===== config.mk =====
export PLATFORM = sky130hd
export DESIGN_NAME = biphase_rx_error_status
export DESIGN_NICKNAME = d
export VERILOG_FILES = /design/src/design/rx_err_pkg.sv /design/src/design/hold_if.sv /design/src/design/sample_hold_mem.sv /design/src/design/biphase_rx_error_status.sv
export SDC_FILE = /design/constraint.sdc
export NUM_CORES = 1
export LEC_CHECK = 0
export BUFFER_PORTS_ARGS = -buffer_cell sky130_fd_sc_hd__buf_2
export CAP_MARGIN = 20
export CORE_ASPECT_RATIO = 0.7
export CORE_UTILIZATION = 64
export CTS_BUF_LIST = sky130_fd_sc_hd__clkbuf_4
export DETAILED_ROUTE_END_ITERATION = 16
export PLACE_DENSITY = 0.95
export SLEW_MARGIN = 20
export SYNTH_ARGS = -nofsm -noshare
export SYNTH_HDL_FRONTEND = slang
export SYNTH_SLANG_ARGS = --single-unit

===== constraint.sdc =====
create_clock -name sys_clk -period 3.82 [get_ports sys_clk]
set_input_delay 0.573 -clock sys_clk [delete_from_list [all_inputs] [get_ports sys_clk]]
set_output_delay 0.573 -clock sys_clk [all_outputs]
set_load 0.05 [all_outputs]

===== src/design/rx_err_pkg.sv =====
/*
  constants, encodings and decode functions shared by the receive
  error/status block and the bench's subframe source model.
  assumes a 125 MHz system clock and a crystal clock well below it.
*/
package rx_err_pkg;
  localparam logic [7:0] RATE_READOUT_ADDR = 8'heb;
  localparam int RATE_CODE_LSB = 4;
  localparam int RATE_COUNT_LSB = 8;
  localparam int CS_BITS = 32;
  localparam int CS_NONAUDIO_BIT = 1;
  localparam int CS_EMPH_BIT = 3;
  localparam int CS_FS_LSB = 24;
  localparam int CS_FS_MSB = 27;
  localparam logic [3:0] PAR_SHORT_MAX = 4'h8;
  localparam logic [3:0] PAR_LONG_RUN = 4'h9;
  localparam int CLK_KHZ = 125000;
  localparam int ERR_HOLD_MIN_MS = 45;
  localparam int ERR_HOLD_MIN_CYC = ERR_HOLD_MIN_MS * CLK_KHZ;
  localparam int SWITCH_WORDS = 4;
  localparam logic [7:0] RATE_CNT_MAX = 8'hff;
  localparam logic [7:0] RATE_JITTER = 8'h02;
  localparam logic [1:0] PRE_NONE = 2'h0;
  localparam logic [1:0] PRE_B = 2'h1;
  localparam logic [1:0] PRE_M = 2'h2;
  localparam logic [1:0] PRE_W = 2'h3;
  localparam logic [1:0] COND_ALL = 2'h0;
  localparam logic [1:0] COND_LOCK_ONLY = 2'h1;
  localparam logic [1:0] COND_FORCE_HIGH = 2'h2;
  localparam logic [1:0] COND_FORCE_LOW = 2'h3;

  typedef enum logic {ST_UNLOCKED, ST_LOCKED} lock_state_t;

  // count is crystal/2 cycles per word clock period
  function automatic logic [3:0] rate_code(input logic [7:0] c);
    if (c == RATE_CNT_MAX) return 4'h0;
    else if (c < 8'h21) return 4'h1;
    else if (c < 8'h31) return 4'h2;
    else if (c < 8'h43) return 4'h3;
    else if (c < 8'h63) return 4'h4;
    else if (c < 8'h85) return 4'h5;
    else if (c < 8'ha5) return 4'h6;
    else return 4'h7;
  endfunction

  function automatic logic [7:0] limit_min(input logic [1:0] lim);
    case (lim)
      2'h1: return 8'h78;
      2'h2: return 8'h3c;
      2'h3: return 8'h1e;
      default: return 8'h00;
    endcase
  endfunction
endpackage


===== src/design/hold_if.sv =====
/*
  carrier between the error block and its previous-sample memory.
  assumes one clock shared by both ends.
*/
`timescale 1ns/10ps
interface hold_if #(parameter int W = 24);
  logic wr_en;
  logic wr_left;
  logic [W-1:0] wr_data;
  logic rd_left;
  logic [W-1:0] rd_data;
  modport user (output wr_en, output wr_left, output wr_data,
    output rd_left, input rd_data);
  modport mem (input wr_en, input wr_left, input wr_data,
    input rd_left, output rd_data);
endinterface


===== src/design/sample_hold_mem.sv =====
/*
  two-word store of the last good left and right samples.
  assumes read and write on one clock; read data is registered and
  shows the old word when the same slot is written in that cycle.
*/
`timescale 1ns/10ps
module sample_hold_mem #(
  parameter int W = 24
) (
  input wire logic sys_clk,
  input wire logic rst_b,
  hold_if.mem hb
);
  logic [W-1:0] mem_q [2];

  always_ff @(posedge sys_clk or negedge rst_b) begin
    if (!rst_b) begin
      mem_q[0] <= '0;
      mem_q[1] <= '0;
      hb.rd_data <= '0;
    end else begin
      hb.rd_data <= mem_q[hb.rd_left];
      if (hb.wr_en) begin
        mem_q[hb.wr_left] <= hb.wr_data;
      end
    end
  end
endmodule


===== src/design/biphase_rx_error_status.sv =====
/*
  receive error detection, sample substitution, rate measurement and
  status pins of a biphase audio receiver.
  assumes the demodulator delivers one strobe per subframe on sys_clk;
  word clock, crystal and raw biphase lines arrive as async pins.
*/
`timescale 1ns/10ps
// Contract
// [RULE1] serial input may replace demodulated output
// [RULE2] rate measured in crystal cycles, per oscillator mode; code counts crystal/2 cycles
// [RULE3] rate code and count readable at one address
// [RULE4] error flag on lock/data error per condition
// [RULE5] unlock on biphase break or missing preamble
// [RULE6] lock error flag held minimum, word-clock aligned
// [RULE7] nine parity failures raise held error flag
// [RULE8] format option flags eight-failure runs too
// [RULE9] status or rate change acts as lock error
// [RULE10] tolerance setting masks rate change checks
// [RULE11] non-PCM error option flags and mutes output
// [RULE12] short parity runs repeat previous PCM sample
// [RULE13] mute on lock error or nine failures
// [RULE14] channel status held per bit on failure
// [RULE15] per-error output zeroing and holding
// [RULE16] relock after all preambles, resume after flag
// [RULE17] non-audio pin shows status bit one
// [RULE18] emphasis pin shows pre-emphasis status
// [RULE19] pins may carry validity and user bits
// [RULE20] burst sync only while non-PCM, may interrupt
// [RULE21] surround sync needs pattern and base frequency
// [RULE22] detection flags cleared on any error
// [RULE23] switch indicator pulses low on lock change
// [RULE24] interrupt on non-audio pin change
// [RULE25] pins updated on word clock edges only; switch pin and irq update every sys_clk
module biphase_rx_error_status #(
  parameter int HOLD_CYC = rx_err_pkg::ERR_HOLD_MIN_CYC,
  parameter int SAMPLE_W = 24,
  parameter int SW_WORDS = rx_err_pkg::SWITCH_WORDS
) (
  input wire logic sys_clk,
  input wire logic rst_b,
  input wire logic recv_word_clock,
  input wire logic crystal_clock,
  input wire logic rx_biphase_in,
  input wire logic mod_biphase_in,
  input wire logic sf_strobe,
  input wire logic sf_left,
  input wire logic [1:0] sf_preamble,
  input wire logic sf_biphase_err,
  input wire logic sf_parity_err,
  input wire logic [SAMPLE_W-1:0] sf_sample,
  input wire logic sf_validity,
  input wire logic sf_user,
  input wire logic sf_cs_bit,
  input wire logic [7:0] sf_cs_index,
  input wire logic serial_audio_strobe,
  input wire logic serial_audio_left,
  input wire logic [SAMPLE_W-1:0] serial_audio_in,
  input wire logic burst_sync_seen,
  input wire logic surround_sync_seen,
  input wire logic surround_base_ok,
  input wire logic surround_ext_seen,
  input wire logic out_source_select,
  input wire logic mod_source_select,
  input wire logic nonpcm_error_enable,
  input wire logic [1:0] error_output_condition,
  input wire logic parity_flag_format,
  input wire logic rate_variation_tolerance,
  input wire logic [1:0] rate_range_limit,
  input wire logic nonaudio_or_select,
  input wire logic validity_pin_select,
  input wire logic userbit_pin_select,
  input wire logic nonpcm_irq_source,
  input wire logic osc_continuous,
  input wire logic [7:0] rd_addr,
  input wire logic rd_en,
  output logic [15:0] rd_data,
  output logic [SAMPLE_W-1:0] out_sample,
  output logic out_left,
  output logic out_strobe,
  output logic [SAMPLE_W-1:0] mod_sample,
  output logic mod_strobe,
  output logic biphase_monitor_out,
  output logic recv_error_flag,
  output logic nonaudio_pin,
  output logic emphasis_flag_pin,
  output logic [31:0] cs_status_out,
  output logic burst_flag,
  output logic surround_flag,
  output logic surround_ext_flag,
  output logic nonpcm_irq,
  output logic clock_switch_indicator_b
);
  // pin synchronisers: word clock, crystal, rx line, modulator line
  logic [3:0] pin_s1_q, pin_s2_q, pin_s3_q;
  always_ff @(posedge sys_clk or negedge rst_b) begin
    if (!rst_b) begin
      pin_s1_q <= 4'h0;
      pin_s2_q <= 4'h0;
      pin_s3_q <= 4'h0;
    end else begin
      pin_s1_q <= {mod_biphase_in, rx_biphase_in, crystal_clock,
                   recv_word_clock};
      pin_s2_q <= pin_s1_q;
      pin_s3_q <= pin_s2_q;
    end
  end
  wire wclk_rise = pin_s2_q[0] & ~pin_s3_q[0];
  wire xtal_rise = pin_s2_q[1] & ~pin_s3_q[1];

  // lock tracking
  rx_err_pkg::lock_state_t lock_q;
  logic [2:0] pre_seen_q;
  logic cs_change, rate_change, range_err;
  wire locked = (lock_q == rx_err_pkg::ST_LOCKED);
  wire sf_break = sf_strobe & (sf_biphase_err |
                  sf_preamble == rx_err_pkg::PRE_NONE); // RULE5
  wire lock_loss = sf_break | cs_change | rate_change | range_err; // RULE9
  wire [2:0] pre_now = {sf_preamble == rx_err_pkg::PRE_W,
                        sf_preamble == rx_err_pkg::PRE_M,
                        sf_preamble == rx_err_pkg::PRE_B};
  wire [2:0] pre_seen_d = pre_seen_q | (sf_strobe ? pre_now : 3'h0);

  always_ff @(posedge sys_clk or negedge rst_b) begin
    if (!rst_b) begin
      lock_q <= rx_err_pkg::ST_UNLOCKED;
      pre_seen_q <= 3'h0;
    end else begin
      case (lock_q)
        rx_err_pkg::ST_UNLOCKED: begin
          pre_seen_q <= sf_break ? 3'h0 : pre_seen_d;
          if (!sf_break && &pre_seen_d) begin
            lock_q <= rx_err_pkg::ST_LOCKED; // RULE16
          end
        end
        rx_err_pkg::ST_LOCKED: begin
          pre_seen_q <= 3'h0;
          if (lock_loss) begin
            lock_q <= rx_err_pkg::ST_UNLOCKED; // RULE5
          end
        end
        default: lock_q <= rx_err_pkg::ST_UNLOCKED;
      endcase
    end
  end

  // parity run length, saturating at the long-run mark
  logic [3:0] par_run_q;
  wire par_fail = sf_strobe & locked & sf_parity_err;
  wire long_par = par_run_q >= rx_err_pkg::PAR_LONG_RUN;
  wire [3:0] par_thr = parity_flag_format ? rx_err_pkg::PAR_SHORT_MAX
                       : rx_err_pkg::PAR_LONG_RUN; // RULE8
  always_ff @(posedge sys_clk or negedge rst_b) begin
    if (!rst_b) begin
      par_run_q <= 4'h0;
    end else if (!locked || (sf_strobe && !sf_parity_err)) begin
      par_run_q <= 4'h0;
    end else if (par_fail && !long_par) begin
      par_run_q <= par_run_q + 4'h1; // RULE7
    end
  end

  // channel status: a failed subframe leaves its bit untouched
  logic [31:0] cs_work_q;
  logic [3:0] cs_fs_q;
  logic cs_seen_q;
  wire cs_take = sf_strobe & sf_left & ~sf_parity_err &
                 (sf_cs_index < 8'(rx_err_pkg::CS_BITS));
  wire block_start = sf_strobe & locked &
                     (sf_preamble == rx_err_pkg::PRE_B);
  wire [3:0] cs_fs_now = cs_work_q[rx_err_pkg::CS_FS_MSB:
                                   rx_err_pkg::CS_FS_LSB];
  assign cs_change = block_start & cs_seen_q & (cs_fs_now != cs_fs_q);
  wire nonaudio = cs_work_q[rx_err_pkg::CS_NONAUDIO_BIT];
  always_ff @(posedge sys_clk or negedge rst_b) begin
    if (!rst_b) begin
      cs_work_q <= 32'h0;
      cs_fs_q <= 4'h0;
      cs_seen_q <= 1'b0;
    end else begin
      if (cs_take) begin
        cs_work_q[sf_cs_index[4:0]] <= sf_cs_bit; // RULE14
      end
      if (!locked) begin
        cs_seen_q <= 1'b0;
      end else if (block_start) begin
        cs_fs_q <= cs_fs_now; // RULE9
        cs_seen_q <= 1'b1;
      end
    end
  end

  // rate measurement: crystal/2 edges per word clock period
  logic xdiv_q, auto_done_q, meas_valid_q, err_raw_q, recv_err_q;
  logic [7:0] xcnt_q, meas_q;
  wire measuring = osc_continuous | (recv_err_q & ~auto_done_q); // RULE2
  wire meas_take = wclk_rise & measuring;
  wire [7:0] meas_diff = (xcnt_q > meas_q) ? xcnt_q - meas_q
                         : meas_q - xcnt_q;
  assign rate_change = meas_take & meas_valid_q & locked &
                       ~rate_variation_tolerance &
                       (meas_diff > rx_err_pkg::RATE_JITTER); // RULE10
  assign range_err = meas_valid_q & locked & ~rate_variation_tolerance &
                     (meas_q < rx_err_pkg::limit_min(rate_range_limit));
  always_ff @(posedge sys_clk or negedge rst_b) begin
    if (!rst_b) begin
      xdiv_q <= 1'b0;
      xcnt_q <= 8'h0;
      meas_q <= 8'h0;
      meas_valid_q <= 1'b0;
      auto_done_q <= 1'b0;
    end else begin
      if (xtal_rise) begin
        xdiv_q <= ~xdiv_q;
      end
      if (wclk_rise) begin
        xcnt_q <= 8'h0;
      end else if (xtal_rise && xdiv_q &&
                   xcnt_q != rx_err_pkg::RATE_CNT_MAX) begin
        xcnt_q <= xcnt_q + 8'h1;
      end
      if (meas_take) begin
        meas_q <= xcnt_q;
        meas_valid_q <= 1'b1;
      end
      if (!locked) begin
        auto_done_q <= 1'b0;
      end else if (!err_raw_q && recv_err_q) begin
        auto_done_q <= 1'b1; // RULE2
      end
    end
  end

  // error cause and minimum hold
  wire nonpcm_cause = nonpcm_error_enable & nonaudio & locked; // RULE11
  wire data_cause = (par_run_q >= par_thr) | nonpcm_cause;
  logic err_cause;
  always_comb begin
    case (error_output_condition)
      rx_err_pkg::COND_ALL: err_cause = ~locked | data_cause; // RULE4
      rx_err_pkg::COND_LOCK_ONLY: err_cause = ~locked;
      rx_err_pkg::COND_FORCE_HIGH: err_cause = 1'b1;
      default: err_cause = 1'b0;
    endcase
  end
  logic [31:0] hold_cnt_q;
  wire hold_done = hold_cnt_q >= 32'(HOLD_CYC);
  always_ff @(posedge sys_clk or negedge rst_b) begin
    if (!rst_b) begin
      err_raw_q <= 1'b1;
      hold_cnt_q <= 32'h0;
    end else if (err_cause) begin
      err_raw_q <= 1'b1; // RULE7
      hold_cnt_q <= 32'h0;
    end else if (!hold_done) begin
      hold_cnt_q <= hold_cnt_q + 32'h1; // RULE6
    end else begin
      err_raw_q <= 1'b0;
    end
  end

  // subframe pipeline with previous-sample substitution
  hold_if #(.W(SAMPLE_W)) hb ();
  sample_hold_mem #(.W(SAMPLE_W)) u_hold (
    .sys_clk(sys_clk),
    .rst_b(rst_b),
    .hb(hb)
  );
  assign hb.wr_en = sf_strobe & locked & ~sf_parity_err;
  assign hb.wr_left = sf_left;
  assign hb.wr_data = sf_sample;
  assign hb.rd_left = sf_left;
  wire sf_mute = ~locked | lock_loss | long_par |
                 (par_fail && par_run_q >= rx_err_pkg::PAR_SHORT_MAX) |
                 nonpcm_cause | recv_err_q; // RULE13
  wire sf_sub = par_fail & ~nonaudio; // RULE12
  logic p_strobe_q, p_left_q, p_mute_q, p_sub_q, p_long_q;
  logic [SAMPLE_W-1:0] p_sample_q;
  always_ff @(posedge sys_clk or negedge rst_b) begin
    if (!rst_b) begin
      p_strobe_q <= 1'b0;
      p_left_q <= 1'b0;
      p_mute_q <= 1'b1;
      p_sub_q <= 1'b0;
      p_long_q <= 1'b0;
      p_sample_q <= '0;
    end else begin
      p_strobe_q <= sf_strobe & ~out_source_select;
      p_left_q <= sf_left;
      p_mute_q <= sf_mute;
      p_sub_q <= sf_sub;
      p_long_q <= long_par | ~locked;
      p_sample_q <= sf_sample;
    end
  end
  wire [SAMPLE_W-1:0] demod_word = p_mute_q ? '0 :
                                   p_sub_q ? hb.rd_data : p_sample_q;
  wire serial_out = out_source_select & serial_audio_strobe;
  always_ff @(posedge sys_clk or negedge rst_b) begin
    if (!rst_b) begin
      out_sample <= '0;
      out_left <= 1'b0;
      out_strobe <= 1'b0;
      mod_sample <= '0;
      mod_strobe <= 1'b0;
      biphase_monitor_out <= 1'b0;
    end else begin
      out_strobe <= serial_out | p_strobe_q;
      if (serial_out) begin
        out_sample <= serial_audio_in; // RULE1
        out_left <= serial_audio_left;
      end else if (p_strobe_q) begin
        out_sample <= demod_word; // RULE15
        out_left <= p_left_q;
      end
      mod_strobe <= mod_source_select & serial_audio_strobe;
      if (mod_source_select && serial_audio_strobe) begin
        mod_sample <= serial_audio_in; // RULE1
      end
      biphase_monitor_out <= mod_source_select ? pin_s2_q[3]
                             : pin_s2_q[2];
    end
  end

  // compressed-stream detection, error clears win over new syncs
  wire det_clear = ~locked | lock_loss | data_cause | ~nonaudio; // RULE22
  logic burst_q, surr_q, ext_q;
  always_ff @(posedge sys_clk or negedge rst_b) begin
    if (!rst_b) begin
      burst_q <= 1'b0;
      surr_q <= 1'b0;
      ext_q <= 1'b0;
    end else begin
      burst_q <= ~det_clear & (burst_q | burst_sync_seen); // RULE20
      surr_q <= ~(det_clear & nonaudio) & ~(~locked | data_cause) &
                (surr_q | (surround_sync_seen & surround_base_ok)); // RULE21
      ext_q <= ~(~locked | data_cause) &
               (ext_q | (surr_q & surround_ext_seen)); // RULE21
    end
  end

  // status pins advance on word clock edges; switch pin and irq update every sys_clk, switch pulse starts on lock change and counts down on word clock edges
  logic [7:0] sw_cnt_q;
  logic lock_prev_q, na_prev_q;
  wire na_raw = nonaudio | (nonaudio_or_select & (burst_q | surr_q));
  wire v_ok = locked & ~long_par;
  logic v_q, u_q;
  always_ff @(posedge sys_clk or negedge rst_b) begin
    if (!rst_b) begin
      v_q <= 1'b0;
      u_q <= 1'b0;
    end else if (sf_strobe) begin
      v_q <= sf_validity & v_ok; // RULE15
      u_q <= sf_user & v_ok;
    end
  end
  always_ff @(posedge sys_clk or negedge rst_b) begin
    if (!rst_b) begin
      recv_err_q <= 1'b1;
      nonaudio_pin <= 1'b0;
      emphasis_flag_pin <= 1'b0;
      cs_status_out <= 32'h0;
      burst_flag <= 1'b0;
      surround_flag <= 1'b0;
      surround_ext_flag <= 1'b0;
    end else if (wclk_rise) begin
      recv_err_q <= err_raw_q; // RULE25
      nonaudio_pin <= validity_pin_select ? v_q : na_raw; // RULE17 RULE19
      emphasis_flag_pin <= userbit_pin_select ? u_q
                           : cs_work_q[rx_err_pkg::CS_EMPH_BIT]; // RULE18
      cs_status_out <= v_ok ? cs_work_q : 32'h0; // RULE15
      burst_flag <= burst_q;
      surround_flag <= surr_q;
      surround_ext_flag <= ext_q;
    end
  end
  assign recv_error_flag = recv_err_q;

  always_ff @(posedge sys_clk or negedge rst_b) begin
    if (!rst_b) begin
      lock_prev_q <= 1'b0;
      na_prev_q <= 1'b0;
      sw_cnt_q <= 8'h0;
      clock_switch_indicator_b <= 1'b1;
      nonpcm_irq <= 1'b0;
      rd_data <= 16'h0;
    end else begin
      lock_prev_q <= locked;
      na_prev_q <= nonaudio_pin;
      if (locked != lock_prev_q) begin
        sw_cnt_q <= 8'(SW_WORDS); // RULE23
      end else if (wclk_rise && sw_cnt_q != 8'h0) begin
        sw_cnt_q <= sw_cnt_q - 8'h1;
      end
      clock_switch_indicator_b <= (sw_cnt_q == 8'h0) &
                                  (locked == lock_prev_q);
      nonpcm_irq <= nonpcm_irq_source & ((nonaudio_pin != na_prev_q) |
                    (burst_q & ~burst_flag & wclk_rise) |
                    (surr_q & ~surround_flag & wclk_rise)); // RULE24
      if (rd_en && rd_addr == rx_err_pkg::RATE_READOUT_ADDR) begin
        rd_data <= locked ? {meas_q, rx_err_pkg::rate_code(meas_q),
                             4'h0} : 16'h0; // RULE3
      end
    end
  end
endmodule


==> summary.md, run 1 <==
| Metric | Value |
|---|---|
| Status | complete, no violations |
| Synth top area cells | dfrtp_1 (56%), mux2_2 (10%), ha_1 (3.0%) |
| Sw frac | 0.305 |
| Buffers added on ports | approximately 200 |
| Site Rows | 45 |
| Largest net degree at the start of global routing | ~110 |
| Fillcell total | approximately 1300 |
| CP Class | flop to flop |
| Synth Register Bits | roughly 330 |
| Main synth FF type | dfrtp_1 |
| Clock-pin slew on the worst setup and hold paths | 0.07 ns |
| Maximum vdd drop | 0.319 mV |
| Total gr overflow | 0 |
| CP Depth | 11 |
| Nets | between 1500 and 2000 |
| Worst path most repeated cell | inv_1 |
| Final setup viols | 0 |
| WHS Path Cells | 1 |
| Die area | ~0.023 mm2 |
| Final Hold Vio Count | 0 |
| Power per cell area | 484 mW/mm2 |
| Crit path required time | roughly 4.3 ns |
| EDFF count, synth | 0 |
| Crit path from | xcnt_q[0] |
| First-pass GRT wire length | 56100 um |
| Share of power burned in registers | 0.483 |
| Slowest-stage cell, CP | nor4bb_1 |
| Min-delay worst type | primary input to flop |
| Detailed-route via count | ~11000 |
| DR pass1 iterations | 5 |
| Dominant cell type by area after synthesis | dfrtp_1 |
| Area delta synth->final | 15.9% |
| Fin Setup TNS | 0 ns |
| Clk pwr share | 0.332 |
| # IOs | about 210 |
| RSZ-0062 raised after global routing | false |
| Clk buf depth | 3 |
| Slowest stage delay, CP | approximately 0.50 ns |
| Ys async rst share | 1.00 |
| CTS tree | built |
| GR Util All Layers | 0.306 |
| Worst rel slew slack | 0.287 |
| ANT nets after route | 0 |
| Initial antenna violation count | 3 |
| Top post-synthesis cells by count | dfrtp_1 (321), mux2_2 (134), nand2_1 (77) |
| Max Slew Vio Count | 0 |
| Worst Skew | roughly 0.05 ns |
| DRT iter0 DRCs | between 900 and 1000 |
| Psw | about 2.5 mW |
| Synth cell types | 71 |
| Top-area cell type share of the netlist area | 0.557 |
| WP data arrival | 3.60 ns |
| Layout cells sized above 1 | 0.325 |
| Crit Reg-Reg Startpoint | xcnt_q[0] |
| GPL Wtd Cong | 0.932 |
| Count leader, synth | dfrtp_1 |
| Crit path max-delay family | compound AO/OA/AOI/OAI gates |
| Max Cap Viol | 0 |
| CTS sink cnt | 325 |
| Crit end category | flop |
| Comb power frac | 0.184 |
| Clock Latency Late Sink | 0.68 ns |
| Synth Instances | 1230 |
| Crit-path cells | inv_1, ha_1, inv_1, fa_1, a211oi_1, nor2_1, a311o_1, o21ai_0, nor4bb_1, nor3_1, a2111oi_0 |
| DIE HEIGHT | between 100 and 150 um |
| Root Buffer | clkbuf_4 |
| Vias in the first global route | 11008 |
| H-tree lvl count | 3 |
| Placeable core region | 0.0219 mm2 |
| TritonCTS Buffers | 74 |
| Worst hold start | rx_biphase_in |
| WL final | 34700 um |
| Worst-margin pin slew | 1.07 ns |
| CP bufs+invs | 2 |
| Warnings from Yosys | 0 |
| Die width | 181 um |
| Fin crit period | 3.10 ns |
| Final core utilization | 0.763 |
| Pleak | 8.20 nW |
| Fmax achieved | between 300 and 400 MHz |
| CP startpoint kind | flop |
| Setup bufs post-CTS | 0 |
| WL per Instance | approximately 19 um |
| Initial Utilization | 0.658 |
| Syn_area_per_cell | 11.7 um2 |
| Sequential fraction of the synthesis area | 0.564 |
| Internal | 5.61 mW |
| Post-synthesis cell area | roughly 0.014 mm2 |
| R2R depth | 11 |
| CP Max Fanout | 4 |
| Vias/cell | 5.97 |
| DR DRC count | 0 |
| DP HPWL | 23000 um |
| Fin crit share | 0.811 |
layout by cell type, fill, tap and decap left out, types with 30 or more instances in the layout:
cell | Yosys | routed
nor2_1 | 73 | 72
dfrtp_1 | 321 | 320
a21oi_1 | 33 | 33
mux2i_1 | 30 | 30
o21ai_0 | 48 | 48
clkbuf_4 | 0 | 112
inv_1 | 71 | 71
buf_2 | 2 | 201
mux2_2 | 134 | 134
nand2_1 | 77 | 76
a22o_1 | 32 | 32
ha_1 | 34 | 34
layer usage:
layer | global-route usage | up-vias | part of all wire
li1 | - | 4873 | -
met1 | 0.425 | 5328 | 0.43
met2 | 0.474 | 500 | 0.47
met3 | 0.0573 | 109 | 0.067
met4 | 0.140 | 2 | 0.032
met5 | 0 | - | 0.00037
path summary, 6_finish.rpt:
check,endpoint,slack (ns)
hold reg to reg,pin_s2_q[2],0.35
min in group asynchronous,u_hold.mem_q[16],0.55
setup / recovery,surr_q,0.72
hold / removal,pin_s1_q[2],0.04
max in group asynchronous,u_hold.mem_q[33],2.28
setup reg to reg,surr_q,0.72
registers in the layout, indices dropped and copies added (netlist names), 8 cells and up:
| signal | count |
|---|---|
| meas_q | 8 |
| out_sample | 24 |
| rd_data | 11 |
| xcnt_q | 8 |
| u_hold.mem_q | 48 |
| u_hold.hb.rd_data | 24 |
| cs_status_out | 32 |
| p_sample_q | 24 |
| mod_sample | 24 |
| cs_work_q | 32 |
| hold_cnt_q | 32 |
| sw_cnt_q | 8 |
logic make-up after synthesis:
family	after synthesis	synth area share
adders and majority gates	36	0.0323
and+or+nand+nor	300	0.105
AOI/OAI and AO/OA	223	0.110
xor gates and xnor gates	40	0.0243
other	1	0.000260
muxes	164	0.125
DFF	325	0.564
buffers and inverters	141	0.0387
area by class of cell:
| cell class | count | area [um2] | area share |
|---|---|---|---|
| multi-input combinational | 768 | 5760 | 0.345 |
| timing repair buffer | 231 | 1270 | 0.0758 |
| antenna | 3 | 7.51 | 0.000449 |
| clock buffer | 112 | 841 | 0.0503 |
| inverter | 72 | 270 | 0.0162 |
| sequential | 325 | 8140 | 0.487 |
| tap | 282 | 353 | 0.0211 |
| clock inverter | 17 | 72.6 | 0.00434 |
power by group through the flow:
stage	Combinational [mW]	Sequential, mW	Clock (mW)
after floorplan	0.754	4.20	0
after global placement	1.43	3.93	0
after detailed placement	1.46	3.96	0
after CTS	1.48	3.90	2.72
after global routing	1.61	3.93	2.89
final	1.49	3.90	2.68
metrics by stage:
step	worst slack [ns]	power, mW	instance area (um2)	instances	hold WS (ns)
after global routing	0.464	8.44	16700	1809	0.00422
after CTS	0.784	8.10	16700	1806	0.00125
after global placement	0.879	5.36	15700	1672	0.334
final	0.721	8.08	16700	1810	0.0412
after floorplan	1.27	4.96	14400	1234	0.277
after detailed placement	0.674	5.42	15700	1672	0.335
repair_timing:
item,CTS,global route
endpoints found under the hold margin,39,1
hold buffers,5,1
resized for setup,0,0
Note: power is estimated with default switching activity, not from simulation.
==> run 2, diff against run 1 <==
--- a/config.mk
+++ b/config.mk
@@ -8,10 +8,10 @@
 export BUFFER_PORTS_ARGS = -buffer_cell sky130_fd_sc_hd__buf_2
 export CAP_MARGIN = 20
 export CORE_ASPECT_RATIO = 0.7
-export CORE_UTILIZATION = 64
+export CORE_UTILIZATION = 54
 export CTS_BUF_LIST = sky130_fd_sc_hd__clkbuf_4
 export DETAILED_ROUTE_END_ITERATION = 16
-export PLACE_DENSITY = 0.95
+export PLACE_DENSITY = 0.89
 export SLEW_MARGIN = 20
 export SYNTH_ARGS = -nofsm -noshare
 export SYNTH_HDL_FRONTEND = slang
==> constraint.sdc (replaced) <==
create_clock -name sys_clk -period 2.8 [get_ports sys_clk]
set_input_delay 0.42 -clock sys_clk [delete_from_list [all_inputs] [get_ports sys_clk]]
set_output_delay 0.42 -clock sys_clk [all_outputs]
set_load 0.05 [all_outputs]
==> summary.md, run 2 (synthesized netlist as in run 1, its figures left out) <==
| Metric | Value |
|---|---|
| First-pass GRT wire length | 57900 um (+3.3%) |
| Failing checks | setup timing |
| Initial antenna violation count | 5 (+2) |
| DP Area | 0.0160 mm2 (+1.7%) |
| GR Util All Layers | 0.266 (-0.0393) |
| Initial Utilization | 0.556 (-0.102) |
| Max Cap Viol | 0 (unchanged) |
| Die width | 197 um (+8.8%) |
| DP HPWL | 23200 um (+0.82%) |
| CTS sink cnt | 325 (unchanged) |
| Maximum vdd drop | 0.336 mV (+5.5%) |
| RSZ-0062 raised after global routing | true |
| Reg with most FFs | u_hold.mem_q |
| Clock-pin slew on the worst setup and hold paths | 0.06 ns (about the same) |
| Total gr overflow | 0 (unchanged) |
| Worst path most repeated cell | inv_2 |
| Largest net degree at the start of global routing | 84 (-26%) |
| Fin Setup TNS | -0.0265 ns (-0.0265 ns) |
| WL per Instance | 18.2 um (-5.0%) |
| H-tree lvl count | 3 (unchanged) |
| Power per cell area | 667 mW/mm2 (+38%) |
| DIE HEIGHT | 139 um (+8.7%) |
| Final setup viols | 1 (+1) |
| Area delta synth->final | 23.6% |
| Min-delay worst type | primary input to flop |
| Slack of the critical path | -0.0265 ns (-0.748 ns) |
| Detailed-route via count | 11026 (+2.0%) |
| Post-route cell area | 0.0178 mm2 (+6.7%) |
| Vias/cell | 5.58 (-6.6%) |
| Site Rows | 49 (+8.9%) |
| CP startpoint kind | flop |
| Max Slew Vio Count | 0 (unchanged) |
| Max FFs per register | 48 (unchanged) |
| Placeable core region | 0.0259 mm2 (+18%) |
| Final Hold Vio Count | 0 (unchanged) |
| Fmax achieved | 354 MHz (+9.6%) |
| Vias in the first global route | 11182 (+1.6%) |
| Crit end category | flop |
| DRT iter0 DRCs | 821 (-12%) |
| Slowest-stage cell, CP | dfrtp_1 |
| Buffers added on ports | 202 (unchanged) |
| TritonCTS Buffers | 78 (+5.4%) |
| Status | finished with violations |
| Crit path required time | 3.35 ns (-0.97 ns) |
| CP Max Fanout | 3 (-1) |
| Nets | 1694 (+5.3%) |
| Most frequent cells in the layout | dfrtp_1 (319), buf_2 (201), mux2_2 (134) |
| Root Buffer | clkbuf_4 |
| ANT nets after route | 0 (unchanged) |
| Die area | 0.0274 mm2 (+18%) |
| CP Class | flop to flop |
| Crit-path cells | buf_6, inv_2, ha_4, inv_2, fa_2, a21oi_2, o21bai_2, mux2i_1, o2111ai_2, nor4bb_4, buf_4, nor3_2, a2111oi_2 |
| GPL Wtd Cong | 0.884 (-5.1%) |
| # IOs | 208 (unchanged) |
| Pleak | 8.67 nW (+5.8%) |
| Worst rel slew slack | 0.367 (+0.0796) |
| DR DRC count | 0 (unchanged) |
| Fillcell total | 1852 (+42%) |
| Clock Latency Late Sink | 0.68 ns (about the same) |
| CTS tree | built |
| Post-route total power | 11.9 mW (+47%) |
| Fin crit period | 2.83 ns (-0.272 ns) |
| Layout cells sized above 1 | 0.347 (+0.0219) |
| Commonest non-fill, non-tap cell in the layout | dfrtp_1 |
| Final core utilization | 0.687 (-0.0756) |
| Slowest stage delay, CP | 0.40 ns (-0.10 ns) |
| Worst-margin pin slew | 0.950 ns (-0.119 ns) |
| DR pass1 iterations | 5 (unchanged) |
| Worst Skew | 0.0400 ns (-0.0103 ns) |
| Fin crit share | 1.01 (+0.198) |
| WP data arrival | 3.38 ns (-0.22 ns) |
| Clk buf depth | 3 (unchanged) |
| WL final | 36000 um (+3.7%) |
-- run 2: worst paths after layout --
kind                            slack [ns]           startpoint  cells past startpoint             end
worst max-delay path                 -0.03            meas_q[0]                     13          surr_q
worst min-delay path                  0.07  validity_pin_select                      3    nonaudio_pin
worst max register to register       -0.03            meas_q[0]                     13          surr_q
worst min register to register        0.34          pin_s1_q[1]                      0     pin_s2_q[1]
max in group asynchronous             1.55                rst_b                      3  hold_cnt_q[17]
min in group asynchronous             0.34                rst_b                      2     pin_s2_q[3]
-- run 2: timing repair --
action	CTS	global route
pin swaps	1	14
buffers inserted	0	6
endpoints found under the hold margin	203	0
gates resized for setup	4	35
cloned	0	0
hold buffers	60	0
setup endpoints to repair	3	4
-- run 2: worst max-delay path: cells and delay by family, from the launching register on --
kind / cells / cell delay (ns)
adder cells (fa/ha/maj): 2 / 0.51
flip-flops: 1 / 0.40
AO/OA/AOI/OAI: 4 / 0.84
multiplexers: 1 / 0.22
buffers and inverters: 4 / 0.37
AND/OR/NAND/NOR: 2 / 0.34
-- run 2: power by group --
group,leakage [nW],switching [mW],internal [mW]
Clock,0.628,1.88,2.20
Combinational,3.77,1.45,1.04
Sequential,4.28,0.233,5.07
-- run 2: stage by stage --
step                hold WS (ns)  setup slack (ns)  cells
detailed placement         0.335            -0.112   1769
finish                    0.0723           -0.0265   1977
floorplan                  0.124             0.246   1234
global placement           0.335           -0.0343   1769
CTS                      0.00992            0.0189   1967
global route              0.0224            -0.170   1975
-- run 2: per-layer routing --
layer / GRT usage / wire [um] / up-vias
met5: 0 / 9 / -
met4: 0.113 / 1080 / 2
met3: 0.0608 / 2090 / 91
met2: 0.414 / 17300 / 430
met1: 0.361 / 15500 / 5449
li1: - / - / 5054
-- run 2: layout make-up --
class | count | area (um2) | share of cell area
inverters | 72 | 270 | 0.0152
repair buffers | 313 | 2040 | 0.114
diodes | 4 | 10.0 | 0.000562
clock buffers | 125 | 938 | 0.0527
flip-flops and latches | 325 | 8140 | 0.457
clock inverters | 13 | 103 | 0.00576
well taps | 357 | 447 | 0.0251
multi-input cells | 768 | 5880 | 0.330
